==> config.mk <==
export PLATFORM = sky130hd
export DESIGN_NAME = pcs_seq_unit
export DESIGN_NICKNAME = d
export VERILOG_FILES = /design/src/pcs_pkg.sv /design/src/pcs_return_stack.sv /design/src/pcs_shadow_ctx.sv /design/src/pcs_seq_unit.sv
export SDC_FILE = /design/constraint.sdc
export NUM_CORES = 1
export LEC_CHECK = 0
export BUFFER_PORTS_ARGS = -buffer_cell sky130_fd_sc_hd__buf_2
export CELL_PAD_IN_SITES_DETAIL_PLACEMENT = 0
export CELL_PAD_IN_SITES_GLOBAL_PLACEMENT = 2
export CORE_UTILIZATION = 32
export DETAILED_ROUTE_END_ITERATION = 10
export PLACE_DENSITY = 0.83
export SYNTH_ARGS = -nofsm -noshare
export SYNTH_HDL_FRONTEND = slang
export SYNTH_HIERARCHICAL = 1
export SYNTH_SLANG_ARGS = --single-unit
export TNS_END_PERCENT = 20
==> constraint.sdc <==
create_clock -name clock -period 3.1 [get_ports clock]
set_clock_uncertainty 0.2 [all_clocks]
set_input_delay 0.465 -clock clock [delete_from_list [all_inputs] [get_ports clock]]
set_output_delay 0.465 -clock clock [all_outputs]
set_load 0.05 [all_outputs]
==> src/pcs_pkg.sv <==
// Function
// - Return stack holds sixteen entries of fifteen bits each.
// - Stack overflow or underflow sets its own flag in the power control status.
// - With stack reset option on, overflow or underflow also causes a software reset.
// - Interrupt entry saves context into shadow registers; return from interrupt restores it.
// - Two sixteen-bit indirect pointers reach all data and program memory.
// - Indirect access to program memory takes one extra instruction cycle.
// - Pointers give a linear view of general-purpose RAM across banks.
// - Program counter is fifteen bits over a 32K by 14 program space.
// - Addresses beyond implemented program memory wrap into the implemented space.
// - Reset starts at address zero; interrupts branch to address four.
// - Implemented program memory is 4096 or 8192 words by variant.
// - High-endurance region is the final 128 words, low byte only.
// - Pointer high-byte bit seven reads program memory low byte; writes there only set the program-write interrupt status bit.
`default_nettype none
package pcs_pkg;
  // Core widths
  localparam int PC_W = 15;
  localparam int STACK_DEPTH = 16;
  localparam int PTR_W = 16;
  localparam int DADDR_W = 12;
  localparam int PWORD_W = 14;
  localparam int CORE_CTX_W = 25;
  localparam int AXI_AW = 8;
  // Vectors and memory sizes
  localparam logic [14:0] RESET_VEC = 15'h0000;
  localparam logic [14:0] INT_VEC = 15'h0004;
  localparam int WORDS_SMALL = 4096;
  localparam int WORDS_LARGE = 8192;
  localparam int HEF_WORDS = 128;
  // Indirect pointer decoding
  localparam int PROG_SEL_BIT = 15;
  localparam logic [15:0] TRAD_LAST = 16'h0fff;
  localparam logic [15:0] LIN_BASE = 16'h2000;
  localparam logic [15:0] LIN_LAST = 16'h29af;
  localparam logic [11:0] GPR_BANK_BYTES = 12'h050;
  localparam logic [6:0] GPR_BANK_OFFSET = 7'h20;
  // Register offsets
  localparam logic [7:0] REG_CTRL = 8'h00;
  localparam logic [7:0] REG_PWR_STATUS = 8'h04;
  localparam logic [7:0] REG_PC = 8'h08;
  localparam logic [7:0] REG_PTR0 = 8'h0c;
  localparam logic [7:0] REG_PTR1 = 8'h10;
  localparam logic [7:0] REG_IRQ_STATUS = 8'h14;
  localparam logic [7:0] REG_IRQ_MASK = 8'h18;
  localparam logic [7:0] REG_STACK_DEPTH = 8'h1c;
  // Field positions
  localparam int CTRL_STKRST_BIT = 0;
  localparam int PWR_OVF_BIT = 0;
  localparam int PWR_UNF_BIT = 1;
  localparam int IRQ_OVF_BIT = 0;
  localparam int IRQ_UNF_BIT = 1;
  localparam int IRQ_PWRITE_BIT = 2;
  localparam int IRQ_W = 3;
  // Reset values
  localparam logic CTRL_RST = 1'b0;
  localparam logic [15:0] PTR_RST = 16'h0000;
  localparam logic [2:0] IRQ_MASK_RST = 3'h0;
  // Bus responses
  localparam logic [1:0] RESP_OKAY = 2'h0;
  localparam logic [1:0] RESP_SLVERR = 2'h2;
  // Indirect access sequencer
  typedef enum logic [3:0] {
    IND_IDLE = 4'h1,
    IND_DATA = 4'h2,
    IND_PWAIT = 4'h4,
    IND_PCAP = 4'h8
  } pcs_ind_t;
endpackage
`default_nettype wire

==> src/pcs_return_stack.sv <==
`timescale 1ns/10ps
`default_nettype none
module pcs_return_stack #(
  parameter int W = 15,
  parameter int DEPTH = 16
) (
  input wire logic clock, // Core clock
  input wire logic rst, // Synchronous reset
  input wire logic clear, // Empty the stack
  input wire logic push, // Push request
  input wire logic pop, // Pop request
  input wire logic [W-1:0] pushData, // Value to push
  output logic [W-1:0] top, // Top entry, zero when empty
  output logic [$clog2(DEPTH+1)-1:0] depth, // Entries held
  output logic overflow, // Push while full
  output logic underflow // Pop while empty
);
  localparam int CW = $clog2(DEPTH + 1);
  localparam int AW = $clog2(DEPTH);

  typedef struct packed {
    logic [DEPTH-1:0][W-1:0] mem;
    logic [CW-1:0] count;
  } pcs_stack_t;

  pcs_stack_t s;
  pcs_stack_t next_s;

  // Full and empty events
  assign overflow = push && (s.count == CW'(DEPTH));
  assign underflow = pop && (s.count == '0);
  assign depth = s.count;
  assign top = (s.count == '0) ? '0 : s.mem[AW'(s.count - 1'b1)];

  // Push and pop bookkeeping
  always_comb begin
    next_s = s;
    if (clear) begin
      next_s.count = '0;
    end else if (push && !overflow) begin
      next_s.mem[s.count[AW-1:0]] = pushData;
      next_s.count = CW'(s.count + 1'b1);
    end else if (pop && !underflow) begin
      next_s.count = CW'(s.count - 1'b1);
    end
  end

  // State register
  always_ff @(posedge clock) begin
    if (rst) begin
      s <= '0;
    end else begin
      s <= next_s;
    end
  end
endmodule // pcs_return_stack
`default_nettype wire

==> src/pcs_shadow_ctx.sv <==
`timescale 1ns/10ps
`default_nettype none
module pcs_shadow_ctx #(
  parameter int W = 57
) (
  input wire logic clock, // Core clock
  input wire logic rst, // Synchronous reset
  input wire logic save, // Capture context
  input wire logic [W-1:0] saveData, // Live context
  output logic [W-1:0] shadow // Saved context
);
  typedef struct packed {
    logic [W-1:0] ctx;
  } pcs_shadow_t;

  pcs_shadow_t s;
  pcs_shadow_t next_s;

  assign shadow = s.ctx;

  // Capture on interrupt entry
  always_comb begin
    next_s = s;
    if (save) begin
      next_s.ctx = saveData;
    end
  end

  // State register
  always_ff @(posedge clock) begin
    if (rst) begin
      s <= '0;
    end else begin
      s <= next_s;
    end
  end
endmodule // pcs_shadow_ctx
`default_nettype wire

==> src/pcs_seq_unit.sv <==
`timescale 1ns/10ps
`default_nettype none
module pcs_seq_unit #(
  parameter bit LARGE_VARIANT = 1'b1 // 8192 words when set, 4096 otherwise
) (
  input wire logic clock, // Core clock, 100 MHz
  input wire logic rst, // Synchronous reset, active high
  input wire logic [7:0] awaddr, // AXI write address
  input wire logic awvalid, // AXI write address valid
  output logic awready, // AXI write address ready
  input wire logic [31:0] wdata, // AXI write data
  input wire logic [3:0] wstrb, // AXI write strobes
  input wire logic wvalid, // AXI write data valid
  output logic wready, // AXI write data ready
  output logic [1:0] bresp, // AXI write response
  output logic bvalid, // AXI write response valid
  input wire logic bready, // AXI write response ready
  input wire logic [7:0] araddr, // AXI read address
  input wire logic arvalid, // AXI read address valid
  output logic arready, // AXI read address ready
  output logic [31:0] rdata, // AXI read data
  output logic [1:0] rresp, // AXI read response
  output logic rvalid, // AXI read data valid
  input wire logic rready, // AXI read data ready
  input wire logic opNext, // Advance to next instruction
  input wire logic opBranch, // Jump to branchTarget
  input wire logic opCall, // Call branchTarget
  input wire logic opReturn, // Return from subroutine
  input wire logic opRetfie, // Return from interrupt
  input wire logic intTake, // Interrupt accepted
  input wire logic [14:0] branchTarget, // Jump or call target
  input wire logic [24:0] ctxCore, // Live core registers
  output logic [24:0] restoreCore, // Core registers to restore
  output logic restoreValid, // Restore strobe
  output logic [14:0] pc, // Program counter
  input wire logic indReq, // Indirect access request
  input wire logic indWrite, // Request is a write
  input wire logic indSel, // Pointer 1 when set
  input wire logic [7:0] indWdata, // Indirect write data
  output logic [7:0] indRdata, // Indirect read data
  output logic indDone, // Indirect access finished
  output logic indBusy, // Indirect access in progress
  output logic [11:0] dataAddr, // Data memory address
  output logic dataRe, // Data memory read
  output logic dataWe, // Data memory write
  output logic [7:0] dataWdata, // Data memory write data
  input wire logic [7:0] dataRdata, // Data memory read data
  output logic [14:0] progAddr, // Program memory read address
  output logic progRe, // Program memory read
  output logic progHef, // Address in high-endurance region
  input wire logic [13:0] progData, // Program word, one cycle after progRe
  output logic softReset, // Stack error reset pulse
  output logic irq // Interrupt, level
);
  localparam int PROG_WORDS = LARGE_VARIANT ? pcs_pkg::WORDS_LARGE : pcs_pkg::WORDS_SMALL;
  localparam logic [14:0] PC_MASK = 15'(PROG_WORDS - 1);
  localparam logic [14:0] HEF_START = 15'(PROG_WORDS - pcs_pkg::HEF_WORDS);
  localparam int SW = pcs_pkg::CORE_CTX_W + 2 * pcs_pkg::PTR_W;

  typedef struct packed {
    logic [14:0] pc;
    logic stkRstEn;
    logic ovf;
    logic unf;
    logic softReset;
    logic [15:0] ptr0;
    logic [15:0] ptr1;
    logic [2:0] irqStat;
    logic [2:0] irqMask;
    logic irq;
    logic [24:0] restoreCore;
    logic restoreValid;
    pcs_pkg::pcs_ind_t ind;
    logic indWr;
    logic indMapped;
    logic [7:0] indRdata;
    logic indDone;
    logic indBusy;
    logic [11:0] dataAddr;
    logic dataRe;
    logic dataWe;
    logic [7:0] dataWdata;
    logic [14:0] progAddr;
    logic progRe;
    logic progHef;
    logic awready;
    logic wready;
    logic awHeld;
    logic [7:0] awAddr;
    logic wHeld;
    logic [31:0] wData;
    logic [3:0] wStrb;
    logic bvalid;
    logic [1:0] bresp;
    logic arready;
    logic rvalid;
    logic [31:0] rdata;
    logic [1:0] rresp;
  } pcs_top_t;

  pcs_top_t s;
  pcs_top_t next_s;

  logic stkPush;
  logic stkPop;
  logic [14:0] stkPushData;
  logic [14:0] stkTop;
  logic [4:0] stkDepth;
  logic stkOvfEv;
  logic stkUnfEv;
  logic [SW-1:0] shadow;
  logic [15:0] selPtr;

  // Fold an address into the implemented program space
  function automatic logic [14:0] wrapPc(input logic [14:0] a);
    return a & PC_MASK;
  endfunction

  // Linear GPR window to banked data address
  function automatic logic [11:0] linToBanked(input logic [15:0] p);
    logic [11:0] off;
    logic [11:0] bank;
    logic [11:0] idx;
    off = 12'(p - pcs_pkg::LIN_BASE);
    bank = off / pcs_pkg::GPR_BANK_BYTES;
    idx = off % pcs_pkg::GPR_BANK_BYTES;
    return {bank[4:0], 7'(idx[6:0] + pcs_pkg::GPR_BANK_OFFSET)};
  endfunction

  // Byte-lane merge of a write into a register value
  function automatic logic [31:0] applyStrb(input logic [31:0] old, input logic [31:0] nw,
                                            input logic [3:0] strb);
    logic [31:0] r;
    r = old;
    for (int i = 0; i < 4; i++) begin
      if (strb[i]) begin
        r[i*8+:8] = nw[i*8+:8];
      end
    end
    return r;
  endfunction

  // Register read value, top bit marks a mapped offset
  function automatic logic [32:0] regValue(input pcs_top_t st, input logic [7:0] a,
                                           input logic [4:0] dep);
    logic [32:0] v;
    v = {1'b1, 32'h0000_0000};
    case ({a[7:2], 2'b00})
      pcs_pkg::REG_CTRL: v[pcs_pkg::CTRL_STKRST_BIT] = st.stkRstEn;
      pcs_pkg::REG_PWR_STATUS: begin
        v[pcs_pkg::PWR_OVF_BIT] = st.ovf;
        v[pcs_pkg::PWR_UNF_BIT] = st.unf;
      end
      pcs_pkg::REG_PC: v[14:0] = st.pc;
      pcs_pkg::REG_PTR0: v[15:0] = st.ptr0;
      pcs_pkg::REG_PTR1: v[15:0] = st.ptr1;
      pcs_pkg::REG_IRQ_STATUS: v[2:0] = st.irqStat;
      pcs_pkg::REG_IRQ_MASK: v[2:0] = st.irqMask;
      pcs_pkg::REG_STACK_DEPTH: v[4:0] = dep;
      default: v[32] = 1'b0;
    endcase
    return v;
  endfunction

  // Stack requests: interrupt entry wins over any other op
  assign stkPush = intTake || opCall;
  assign stkPop = !intTake && (opReturn || opRetfie);
  assign stkPushData = intTake ? s.pc : wrapPc(15'(s.pc + 15'h0001));
  assign selPtr = indSel ? s.ptr1 : s.ptr0;

  pcs_return_stack #(
    .W(pcs_pkg::PC_W),
    .DEPTH(pcs_pkg::STACK_DEPTH)
  ) uStack (
    .clock(clock),
    .rst(rst),
    .clear(s.softReset),
    .push(stkPush),
    .pop(stkPop),
    .pushData(stkPushData),
    .top(stkTop),
    .depth(stkDepth),
    .overflow(stkOvfEv),
    .underflow(stkUnfEv)
  );

  pcs_shadow_ctx #(
    .W(SW)
  ) uShadow (
    .clock(clock),
    .rst(rst),
    .save(intTake),
    .saveData({ctxCore, s.ptr0, s.ptr1}),
    .shadow(shadow)
  );

  // Next-state logic: bus first, hardware events last so sets win
  always_comb begin
    logic [32:0] rv;
    logic [31:0] wv;
    logic stkErr;
    rv = '0;
    wv = '0;
    stkErr = 1'b0;
    next_s = s;
    next_s.softReset = 1'b0;
    next_s.restoreValid = 1'b0;
    next_s.indDone = 1'b0;
    // Write channel: address and data taken in either order
    if (s.bvalid && bready) begin
      next_s.bvalid = 1'b0;
    end
    if (awvalid && s.awready) begin
      next_s.awHeld = 1'b1;
      next_s.awAddr = awaddr;
    end
    if (wvalid && s.wready) begin
      next_s.wHeld = 1'b1;
      next_s.wData = wdata;
      next_s.wStrb = wstrb;
    end
    if (next_s.awHeld && next_s.wHeld && !next_s.bvalid) begin
      rv = regValue(s, next_s.awAddr, stkDepth);
      wv = applyStrb(rv[31:0], next_s.wData, next_s.wStrb);
      next_s.bvalid = 1'b1;
      next_s.bresp = rv[32] ? pcs_pkg::RESP_OKAY : pcs_pkg::RESP_SLVERR;
      next_s.awHeld = 1'b0;
      next_s.wHeld = 1'b0;
      case ({next_s.awAddr[7:2], 2'b00})
        pcs_pkg::REG_CTRL: next_s.stkRstEn = wv[pcs_pkg::CTRL_STKRST_BIT];
        pcs_pkg::REG_PWR_STATUS: begin
          next_s.ovf = s.ovf & wv[pcs_pkg::PWR_OVF_BIT];
          next_s.unf = s.unf & wv[pcs_pkg::PWR_UNF_BIT];
        end
        pcs_pkg::REG_PTR0: next_s.ptr0 = wv[15:0];
        pcs_pkg::REG_PTR1: next_s.ptr1 = wv[15:0];
        pcs_pkg::REG_IRQ_MASK: next_s.irqMask = wv[2:0];
        default: next_s.bresp = next_s.bresp;
      endcase
    end
    next_s.awready = !next_s.awHeld && !next_s.bvalid;
    next_s.wready = !next_s.wHeld && !next_s.bvalid;
    // Read channel, interrupt status register clears on read
    if (s.rvalid && rready) begin
      next_s.rvalid = 1'b0;
    end
    if (arvalid && s.arready) begin
      rv = regValue(s, araddr, stkDepth);
      next_s.rvalid = 1'b1;
      next_s.rdata = rv[31:0];
      next_s.rresp = rv[32] ? pcs_pkg::RESP_OKAY : pcs_pkg::RESP_SLVERR;
      if ({araddr[7:2], 2'b00} == pcs_pkg::REG_IRQ_STATUS) begin
        next_s.irqStat = '0;
      end
    end
    next_s.arready = !next_s.rvalid;
    // Stack error flags and optional reset
    if (stkOvfEv) begin
      next_s.ovf = 1'b1;
      next_s.irqStat[pcs_pkg::IRQ_OVF_BIT] = 1'b1;
    end
    if (stkUnfEv) begin
      next_s.unf = 1'b1;
      next_s.irqStat[pcs_pkg::IRQ_UNF_BIT] = 1'b1;
    end
    stkErr = (stkOvfEv || stkUnfEv) && s.stkRstEn;
    next_s.softReset = stkErr;
    // Program counter sequencing
    if (stkErr) begin
      next_s.pc = pcs_pkg::RESET_VEC;
    end else if (intTake) begin
      next_s.pc = pcs_pkg::INT_VEC;
    end else if (opCall || opBranch) begin
      next_s.pc = wrapPc(branchTarget);
    end else if (opReturn || opRetfie) begin
      next_s.pc = wrapPc(stkTop);
    end else if (opNext) begin
      next_s.pc = wrapPc(15'(s.pc + 15'h0001));
    end
    // Context restore on return from interrupt
    if (opRetfie && !intTake) begin
      next_s.restoreCore = shadow[SW-1:2*pcs_pkg::PTR_W];
      next_s.ptr0 = shadow[2*pcs_pkg::PTR_W-1:pcs_pkg::PTR_W];
      next_s.ptr1 = shadow[pcs_pkg::PTR_W-1:0];
      next_s.restoreValid = 1'b1;
    end
    // Indirect access sequencer
    case (s.ind)
      pcs_pkg::IND_IDLE: begin
        if (indReq) begin
          next_s.indWr = indWrite;
          if (selPtr[pcs_pkg::PROG_SEL_BIT]) begin
            next_s.progAddr = wrapPc(selPtr[14:0]);
            next_s.progRe = !indWrite;
            next_s.progHef = wrapPc(selPtr[14:0]) >= HEF_START;
            next_s.ind = pcs_pkg::IND_PWAIT;
          end else begin
            next_s.indMapped = 1'b1;
            if (selPtr <= pcs_pkg::TRAD_LAST) begin
              next_s.dataAddr = selPtr[11:0];
            end else if (selPtr >= pcs_pkg::LIN_BASE && selPtr <= pcs_pkg::LIN_LAST) begin
              next_s.dataAddr = linToBanked(selPtr);
            end else begin
              next_s.indMapped = 1'b0;
            end
            next_s.dataRe = next_s.indMapped && !indWrite;
            next_s.dataWe = next_s.indMapped && indWrite;
            next_s.dataWdata = indWdata;
            next_s.ind = pcs_pkg::IND_DATA;
          end
        end
      end
      pcs_pkg::IND_DATA: begin
        if (!s.indWr) begin
          next_s.indRdata = s.indMapped ? dataRdata : 8'h00;
        end
        next_s.dataRe = 1'b0;
        next_s.dataWe = 1'b0;
        next_s.indDone = 1'b1;
        next_s.ind = pcs_pkg::IND_IDLE;
      end
      pcs_pkg::IND_PWAIT: begin
        next_s.progRe = 1'b0;
        next_s.ind = pcs_pkg::IND_PCAP;
      end
      pcs_pkg::IND_PCAP: begin
        if (s.indWr) begin
          next_s.irqStat[pcs_pkg::IRQ_PWRITE_BIT] = 1'b1;
        end else begin
          next_s.indRdata = progData[7:0];
        end
        next_s.indDone = 1'b1;
        next_s.ind = pcs_pkg::IND_IDLE;
      end
      default: next_s.ind = pcs_pkg::IND_IDLE;
    endcase
    next_s.indBusy = next_s.ind != pcs_pkg::IND_IDLE;
    next_s.irq = |(next_s.irqStat & next_s.irqMask);
  end

  // State register
  always_ff @(posedge clock) begin
    if (rst) begin
      s <= '0;
      s.pc <= pcs_pkg::RESET_VEC;
      s.stkRstEn <= pcs_pkg::CTRL_RST;
      s.ptr0 <= pcs_pkg::PTR_RST;
      s.ptr1 <= pcs_pkg::PTR_RST;
      s.irqMask <= pcs_pkg::IRQ_MASK_RST;
      s.ind <= pcs_pkg::IND_IDLE;
      s.bresp <= pcs_pkg::RESP_OKAY;
      s.rresp <= pcs_pkg::RESP_OKAY;
    end else begin
      s <= next_s;
    end
  end

  // Outputs straight from state
  assign awready = s.awready;
  assign wready = s.wready;
  assign bresp = s.bresp;
  assign bvalid = s.bvalid;
  assign arready = s.arready;
  assign rdata = s.rdata;
  assign rresp = s.rresp;
  assign rvalid = s.rvalid;
  assign restoreCore = s.restoreCore;
  assign restoreValid = s.restoreValid;
  assign pc = s.pc;
  assign indRdata = s.indRdata;
  assign indDone = s.indDone;
  assign indBusy = s.indBusy;
  assign dataAddr = s.dataAddr;
  assign dataRe = s.dataRe;
  assign dataWe = s.dataWe;
  assign dataWdata = s.dataWdata;
  assign progAddr = s.progAddr;
  assign progRe = s.progRe;
  assign progHef = s.progHef;
  assign softReset = s.softReset;
  assign irq = s.irq;

  // Checks
  property p_reset_vector;
    @(posedge clock) disable iff (rst) $fell(rst) |-> s.pc == 15'h0000 && stkDepth == 5'd0;
  endproperty
  a_reset_vector: assert property (p_reset_vector) else $error("pc not at reset vector");

  property p_int_vector;
    @(posedge clock) disable iff (rst) intTake && !stkOvfEv |=> s.pc == 15'h0004;
  endproperty
  a_int_vector: assert property (p_int_vector) else $error("interrupt vector missed");

  property p_ovf_flag;
    @(posedge clock) disable iff (rst) stkPush && stkDepth == 5'd16 |=> s.ovf && stkDepth == 5'd16;
  endproperty
  a_ovf_flag: assert property (p_ovf_flag) else $error("overflow flag not set");

  property p_unf_flag;
    @(posedge clock) disable iff (rst) stkPop && stkDepth == 5'd0 |=> s.unf;
  endproperty
  a_unf_flag: assert property (p_unf_flag) else $error("underflow flag not set");

  property p_stack_reset;
    @(posedge clock) disable iff (rst)
      (stkOvfEv || stkUnfEv) && s.stkRstEn |=> s.softReset && s.pc == 15'h0000 ##1 stkDepth == 5'd0;
  endproperty
  a_stack_reset: assert property (p_stack_reset) else $error("stack error reset missing");

  property p_restore;
    @(posedge clock) disable iff (rst)
      opRetfie && !intTake |=> restoreValid && restoreCore == $past(shadow[SW-1:32]);
  endproperty
  a_restore: assert property (p_restore) else $error("context not restored");

  property p_prog_timing;
    @(posedge clock) disable iff (rst)
      indReq && s.ind == pcs_pkg::IND_IDLE && selPtr[15] |=> !indDone [*2] ##1 indDone;
  endproperty
  a_prog_timing: assert property (p_prog_timing) else $error("program access timing wrong");

  property p_data_timing;
    @(posedge clock) disable iff (rst)
      indReq && s.ind == pcs_pkg::IND_IDLE && !selPtr[15] |=> !indDone ##1 indDone;
  endproperty
  a_data_timing: assert property (p_data_timing) else $error("data access timing wrong");

  property p_prog_no_write;
    @(posedge clock) disable iff (rst) indReq && indWrite && s.ind == pcs_pkg::IND_IDLE
      && selPtr[15] |=> !dataWe && !progRe [*3];
  endproperty
  a_prog_no_write: assert property (p_prog_no_write) else $error("program write took effect");

  property p_linear_map;
    @(posedge clock) disable iff (rst)
      indReq && s.ind == pcs_pkg::IND_IDLE && selPtr == 16'h2055 |=> dataAddr == 12'h0a5;
  endproperty
  a_linear_map: assert property (p_linear_map) else $error("linear GPR mapping wrong");

  property p_pc_wrap;
    @(posedge clock) disable iff (rst) (s.pc & ~PC_MASK) == 15'h0000;
  endproperty
  a_pc_wrap: assert property (p_pc_wrap) else $error("pc outside program memory");
endmodule // pcs_seq_unit
`default_nettype wire

==> results of run 1 <==
[path summary, 6_finish.rpt]
check                start            end  slack [ns]  cells after the start
max reg2reg         s[183]    dataAddr[4]        0.22                     11
min reg2reg  uStack/s[145]  uStack/s[145]        0.25                      2
max              awaddr[5]            irq        0.21                     10
min              wdata[12]          s[55]        0.02                      3
[cell type report]
type	count	area [µm²]	area share, %
multi-input cells	1777	11100	42.5
flip-flops and latches	454	9090	34.9
repair buffers	435	3030	11.6
clock buffers	75	1540	5.92
well taps	873	1090	4.20
clock inverters	15	166	0.640
inverters	12	45.0	0.173
diodes	2	5.00	0.0192
[worst min-delay path, stage by stage]
cell and delay, ns:
buf_2 0.09, mux2i_1 0.12, nor2_1 0.10
[metrics by stage]
stage                     power, mW  TNS (ns)  instance area (µm²)  hold slack (ns)  util (%)
after global routing           18.3  -0.00190                26000           0.0176      38.4
after detailed placement       11.4    -0.753                23700            0.240      35.0
after CTS                      17.7         0                26000         0.000914      38.4
after floorplan                10.0         0                22200            0.225         -
final                          17.5         0                26000           0.0185      38.4
after global placement         11.3    -0.830                23700            0.234      35.0
[report_power, final]
part	switching [mW]	leakage, nW	internal, mW
Sequential	0.184	3.68	6.11
Combinational	3.18	5.70	1.87
Clock	2.51	0.839	3.68
Total	5.87	10.2	11.7
[registers in the layout, summed over array words and instances, names as in the netlist, 8 cells and up]
name and cells:
uShadow/shadow 57, restoreCore 25, dataWdata 8, uStack/s 208, pc 13, rdata 16, s 73, progAddr 13
indRdata 8, dataAddr 12
[metal layers]
metal	vias up	share of wire, %
li1	9069	-
met1	9170	44
met4	2	4.0
met5	-	0.012
met3	133	5.0
met2	531	47
[repair_timing]
item,4_1_cts,5_1_grt
setup endpoints to repair,0,9
hold endpoints to repair,59,0
hold buffers,57,0
gates resized for setup,0,3
==> results_dict.tcl, run 1 <==
set metrics [dict create \
    nets 2876 \
    powerDensity_mw_per_mm2 674 \
    final_common_cell "nand2_1" \
    setup_ws_ns 0.207 \
    io_buffer_count 218 \
    drc 0 \
    dpl_worst_slack_ns -0.206 \
    row_count 95 \
    start_kind "input port" \
    cp_top_family "buffers and inverters" \
    clock_path_buffers 3 \
    drv_cap 0 \
    placed_cells 3494 \
    grt_pass1_wl_um 110000 \
    syn_avg_cell_area_um2 8.62 \
    total_leakage_power_nw 10.2 \
    vias_per_cell 5.19 \
    cp.arrival_ns 3.22 \
    most-common-layout-cells "482 x nand2_1, 453 x dfxtp_1, 280 x nor2_1, 259 x a21oi_1, 216 x buf_2" \
    antenna_found_initial 5 \
    syn_inst 2561 \
    crit_buf_inv 3 \
    clk_latency_ns 0.62 \
    dr.pass1.iters 7 \
    worst_pin_slew_ns 1.17 \
    slew_headroom_pct 21.4 \
    coreArea_mm2 0.0678 \
    max_stage_delay_ns 0.57 \
    nFillCells 6874 \
    period_share_pct 93.3 \
    drive_gt1_share_pct 21.2 \
    critPathCaptureType "flop" \
    use_met1_pct 26.3 \
    grt_util_met2_pct 33.5 \
    cp.required_ns 3.42 \
    first_iter_violations 1323 \
    vias 18900 \
    yosys_warnings 6 \
    criticalPathCategory "input port to flop" \
    hold_violations 0 \
    cts_root_buffer "clkbuf_16" \
    final_cells 3643 \
    slowest_stage "o32ai_1" \
    rsz0062_at_grt "true" \
    status "complete, no violations" \
    top_usage_layer "met2" \
    gp_congestion 0.923 \
    routedWlPerCell_um 19.8 \
    finalCriticalPeriod_ns 2.89 \
    cts-htree-levels 2 \
    path_clk_slew_ns 0.06 \
    min_path_type "input port to flop" \
    max_freq_mhz 346 \
    cts_buffers 52 \
    dieArea_mm2 0.0701 \
    path_cells "dlygate4sd3_1, buf_2, nand4bb_1, o32ai_1, buf_4, and2_1, a222oi_1, mux2i_1, mux2i_1, o31ai_1" \
    postRouteAntennaNets 0 \
    crit_fanout 4 \
    gr-usage-met3_pct 2.55 \
    final_max_slew_viol_count 0 \
    clock-sinks 454 \
    cts_setup_buffers 0 \
    start_util_pct 32.6 \
    wl_um 72200 \
    die_h_um 265 \
    dieWidth_um 265 \
    synth_area_mm2 0.0221 \
    hpwlAfterDp_um 50500 \
    gr-total-overflow 0 \
    grtUsageTotal_pct 20.1 \
    grt_pass1_vias 18500 \
    syn2layout_area_growth_pct 17.8 \
    io_pins 271 \
    crit_top_cell "mux2i_1" \
    cts_tree "yes" \
    setup_violations 0 \
    grt_max_degree 117 \
    irDropWorstVdd_uv 526 \
]
Power figures use the tool's default switching activity.
==> run 2: changes to the inputs <==
--- a/config.mk
+++ b/config.mk
@@ -5,11 +5,11 @@
 export SDC_FILE = /design/constraint.sdc
 export NUM_CORES = 1
 export LEC_CHECK = 0
-export BUFFER_PORTS_ARGS = -buffer_cell sky130_fd_sc_hd__buf_2
 export CELL_PAD_IN_SITES_DETAIL_PLACEMENT = 0
 export CELL_PAD_IN_SITES_GLOBAL_PLACEMENT = 2
-export CORE_UTILIZATION = 32
+export CORE_UTILIZATION = 35
 export DETAILED_ROUTE_END_ITERATION = 10
+export DONT_BUFFER_PORTS = 1
 export PLACE_DENSITY = 0.83
 export SYNTH_ARGS = -nofsm -noshare
 export SYNTH_HDL_FRONTEND = slang
==> constraint.sdc (replaced) <==
create_clock -name clock -period 3.1 [get_ports clock]
set_clock_uncertainty 0.2 [all_clocks]
set_input_delay 0.465 -clock clock [delete_from_list [all_inputs] [get_ports clock]]
set_output_delay 0.465 -clock clock [all_outputs]
set_load 0.01 [all_outputs]
==> results_dict.tcl, run 2 (same netlist as run 1, synthesis figures left out) <==
set metrics [dict create \
    nFillCells 6010 \
    cts_root_buffer "clkbuf_16" \
    worst_pin_slew_ns 1.06 \
    cts-htree-levels 2 \
    start_kind "flop" \
    finalCriticalPeriod_ns 3.06 \
    row_count 91 \
    hold_start "opBranch" \
    io_buffer_count 0 \
    crit_fanout 15 \
    path_clk_slew_ns 0.06 \
    slew_headroom_pct 28.9 \
    dieWidth_um 253 \
    nets 2896 \
    vias 19200 \
    cts_tree "yes" \
    gp_congestion 0.896 \
    hpwlAfterDp_um 45400 \
    syn2layout_area_growth_pct 24.7 \
    powerDensity_mw_per_mm2 646 \
    total_leakage_power_nw 11.0 \
    clk_latency_ns 0.63 \
    clock-sinks 454 \
    vias_per_cell 5.29 \
    grt_pass1_vias 19000 \
    drive_gt1_share_pct 13.1 \
    post_dp_cell_area_mm2 0.0222 \
    largest-register "uStack/s" \
    hold_depth 3 \
    most-common-layout-cells "482 x nand2_1, 453 x dfxtp_1, 322 x dlygate4sd3_1, 276 x nor2_1, 258 x a21oi_1" \
    finalPower_mw 17.8 \
    criticalPathCategory "flop to flop" \
    critPathCaptureType "flop" \
    startpoint "awready" \
    status "complete, no violations" \
    io_pins 271 \
    r2r_start "awready" \
    routedWlPerCell_um 20.3 \
    grt_pass1_wl_um 112000 \
    coreArea_mm2 0.0621 \
    cp.required_ns 3.41 \
    tns_ns 0 \
    period_share_pct 98.9 \
    antenna_found_initial 5 \
    grtUsageTotal_pct 22.5 \
    final_area_mm2 0.0275 \
    min_path_type "input port to flop" \
    final_cells 3635 \
    dr.pass1.iters 5 \
    first_iter_violations 1334 \
    irDropWorstVdd_uv 711 \
    cts_buffers 53 \
    holdPathEnd "pc[0]" \
    max_freq_mhz 326 \
    final_max_slew_viol_count 0 \
    clock_path_buffers 3 \
    wl_um 73900 \
    postRouteAntennaNets 0 \
    rsz0062_at_grt "true" \
    gr-total-overflow 0 \
    cp.arrival_ns 3.38 \
    final_common_cell "nand2_1" \
    die_h_um 253 \
    start_util_pct 35.6 \
    grt_max_degree 301 \
    drc 0 \
    hold_violations 0 \
    reg2reg_to "s[169]" \
    setup_violations 0 \
    largest_reg_flops 208 \
    placed_cells 3206 \
    dieArea_mm2 0.0641 \
    ff2ff_setup_slack_ns 0.04 \
    r2r_cells 11 \
    drv_cap 0 \
]
==> run 2: changes by cell type in the layout (fill, tap and decap cells not counted), sizes merged <==
| cell | previous run | this run |
|---|---|---|
| clkinvlp | 2 | 5 |
| clkinv | 10 | 12 |
| dlygate4sd3 | 57 | 322 |
| clkbuf | 75 | 72 |
| buf | 378 | 132 |
| inv | 12 | 16 |
| bufinv | 3 | 7 |
| diode | 2 | 1 |
==> run 2: area by class of cell <==
type / instances / area [µm²] / area share (%)
sequential: 454 / 9090 / 33.0
clock inverter: 28 / 365 / 1.33
tap: 837 / 1050 / 3.80
clock buffer: 72 / 1500 / 5.44
inverter: 12 / 45.0 / 0.164
timing repair buffer: 454 / 4360 / 15.8
multi-input combinational: 1777 / 11100 / 40.4
antenna: 1 / 2.50 / 0.00908
==> run 2: metrics by stage <==
stage | setup WS [ns] | hold WS [ns] | utilization, %
2_1_floorplan | 0.00558 | 0.225 | -
3_3_place_gp | 0.0258 | 0.232 | 35.9
6_report | 0.0350 | 0.0308 | 44.4
4_1_cts | 0.0235 | 0.00459 | 44.1
5_1_grt | -0.0964 | 0.0421 | 44.4
3_5_place_dp | 0.000834 | 0.242 | 35.9
==> run 2: routing by layer <==
layer | vias up | GRT usage (%) | share of wire (%) | routed length, µm
li1 | 9124 | - | - | -
met1 | 9430 | 28.0 | 42 | 30900
met2 | 547 | 38.4 | 49 | 36200
met3 | 133 | 4.14 | 6.0 | 4450
met4 | 6 | 8.74 | 3.2 | 2340
met5 | - | 0 | 0.053 | 39
==> run 2: worst max-delay path by stage <==
| stage | end | cells after the start | slack (ns) |
|---|---|---|---|
| 2_1_floorplan | pc[5] | 15 | 0.006 |
| 3_3_place_gp | dataAddr[4] | 10 | 0.03 |
| 3_5_place_dp | dataAddr[11] | 9 | 0.0008 |
| 4_1_cts | uStack/s[89] | 5 | 0.02 |
| 5_1_grt | s[169] | 11 | -0.1 |
| 6_report | s[169] | 11 | 0.04 |
==> run 2: what timing repair did <==
action                                  in CTS  in global routing
endpoints found under the setup margin       0                 95
setup buffers                                0                  3
hold endpoints to repair                   449                  0
hold buffers                               324                  0
resized for setup                            0                 34
==> run 2: worst max-delay path, cell delays in order (launching register included) <==
cell and delay, ns:
dfxtp_1 0.43, nand2_1 0.16, a21oi_1 0.22, buf_6 0.23, mux2i_1 0.21, o2bb2ai_1 0.09, a22oi_1 0.18, a31oi_1 0.10
buf_4 0.18, mux2_2 0.27, nor2b_1 0.13, dlygate4sd3_1 0.55
==> run 2: report_power, final <==
group	switching (mW)	internal, mW	total, mW
sequential	0.261	6.11	6.37
clock	2.67	3.99	6.66
combinational	2.79	1.97	4.76
==> run 3: changes to the inputs <==
--- a/config.mk
+++ b/config.mk
@@ -11,6 +11,7 @@
 export DETAILED_ROUTE_END_ITERATION = 10
 export DONT_BUFFER_PORTS = 1
 export PLACE_DENSITY = 0.83
+export SETUP_SLACK_MARGIN = 0.4
 export SYNTH_ARGS = -nofsm -noshare
 export SYNTH_HDL_FRONTEND = slang
 export SYNTH_HIERARCHICAL = 1
==> results_dict.tcl, run 3 (same netlist as run 1, synthesis figures left out) <==
set metrics [dict create \
    placed_cells 3207 \
    cts_root_buffer "clkbuf_16" \
    first_iter_violations 1377 \
    io_buffer_count 0 \
    coreArea_mm2 0.0621 \
    irDropWorstVdd_uv 627 \
    grt_pass1_vias 18300 \
    clock-sinks 454 \
    powerDensity_mw_per_mm2 687 \
    vias 18900 \
    slew_headroom_pct 28.2 \
    most-common-layout-cells "482 x nand2_1, 446 x dfxtp_1, 280 x nor2_1, 257 x a21oi_1, 211 x dlygate4sd3_1" \
    cts-htree-levels 2 \
    period_share_pct 89.6 \
    nets 2832 \
    io_pins 271 \
    r2r_start "uStack/depth[0]" \
    path_clk_slew_ns 0.06 \
    grt_max_degree 441 \
    syn2layout_area_growth_pct 21.8 \
    min_path_type "input port to flop" \
    gp_congestion 0.878 \
    largest-register "uStack/s" \
    grtUsageTotal_pct 21.5 \
    grt_pass1_wl_um 107000 \
    dr.pass1.iters 5 \
    cts_tree "yes" \
    worst_pin_slew_ns 1.07 \
    vias_per_cell 5.29 \
    start_kind "flop" \
    crit_fanout 5 \
    tns_ns 0 \
    ff2ff_setup_slack_ns 0.32 \
    setup_ws_ns 0.322 \
    utilization_pct 43.3 \
    postRouteAntennaNets 0 \
    die_h_um 253 \
    total_leakage_power_nw 10.5 \
    routedWlPerCell_um 20.0 \
    cp.arrival_ns 3.08 \
    finalPower_mw 18.5 \
    reg2reg_to "pc[11]" \
    critPathCaptureType "flop" \
    drc 0 \
    violations "hold timing" \
    dieWidth_um 253 \
    cp.required_ns 3.40 \
    rsz0062_at_grt "true" \
    criticalPathCategory "flop to flop" \
    gr-total-overflow 0 \
    wl_um 71400 \
    start_util_pct 35.6 \
    nFillCells 6079 \
    hpwlAfterDp_um 45600 \
    dieArea_mm2 0.0641 \
    final_cells 3568 \
    cp-endpoint "pc[11]" \
    hold_violations 80 \
    drive_gt1_share_pct 15.8 \
    startpoint "uStack/depth[0]" \
    row_count 91 \
    post_dp_cell_area_mm2 0.0222 \
    final_max_slew_viol_count 0 \
    drv_cap 0 \
    clk_latency_ns 0.62 \
    dpl_worst_slack_ns 0.0932 \
    final_area_mm2 0.0269 \
    whs_ns -0.213 \
    clock_path_buffers 3 \
    max_freq_mhz 360 \
    setup_violations 0 \
    finalCriticalPeriod_ns 2.78 \
    final_common_cell "nand2_1" \
    r2r_cells 10 \
    largest_reg_flops 208 \
    status "finished, violations left" \
    antenna_found_initial 5 \
    cts_buffers 52 \
]
## run 3: cell types whose count changed in the layout (fill, tap and decap cells not counted), sizes merged
cell         change
dlygate4sd3    -111
buf             +45
bufinv           -2
clkbuf           +2
clkinvlp         -2
diode            +1
inv              -1
nor3             +1
## run 3: worst max-delay path: stages (launching register included)
cell     delay (ns)
dfxtp_4        0.39
inv_6          0.04
ha_4           0.29
buf_12         0.13
buf_6          0.10
buf_4          0.14
mux4_2         0.51
mux2i_1        0.44
o22ai_1        0.16
o22ai_1        0.19
a21oi_1        0.08
## run 3: final cells by class
cell class | count | area (µm²) | area share, %
Antenna cell | 2 | 5.00 | 0.0186
Clock buffer | 72 | 1470 | 5.45
Clock inverter | 23 | 289 | 1.07
Multi-Input combinational cell | 1778 | 11300 | 42.1
Timing Repair Buffer | 390 | 3620 | 13.5
Tap cell | 837 | 1050 | 3.89
Inverter | 12 | 50.0 | 0.186
Sequential cell | 454 | 9110 | 33.9
## run 3: power breakdown
| part | switching (mW) | internal (mW) |
|---|---|---|
| Combinational | 3.07 | 2.71 |
| Clock | 2.61 | 3.74 |
| Sequential | 0.249 | 6.11 |
| Total | 5.93 | 12.6 |
## run 3: per-layer routing
layer,part of all wire (%),track usage [%],wire [µm],vias to the layer above
met5,0.069,0,49,-
met4,3.9,8.38,2750,8
met3,6.9,4.97,4920,133
met2,48,36.0,34300,562
met1,41,26.5,29400,9161
li1,-,-,-,9012
## run 3: how the worst min path moves through the flow
stage / from / endpoint / slack, ns / cells past startpoint
final: rst / s[50] / -0.21 / 1
after floorplan: s[84] / awready / 0.22 / 1
after global routing: rst / dataWdata[3] / -0.27 / 1
after detailed placement: uShadow/shadow[36] / restoreCore[4] / 0.24 / 2
after global placement: uShadow/shadow[43] / restoreCore[11] / 0.23 / 2
after CTS: rst / s[183] / -0.27 / 1
## run 3: timing repair
item	CTS	global route
pin swaps	8	20
cloned	1	2
hold endpoints to repair	449	249
setup buffers	15	34
endpoints found under the setup margin	28	121
hold buffers	211	1
gates resized for setup	15	66
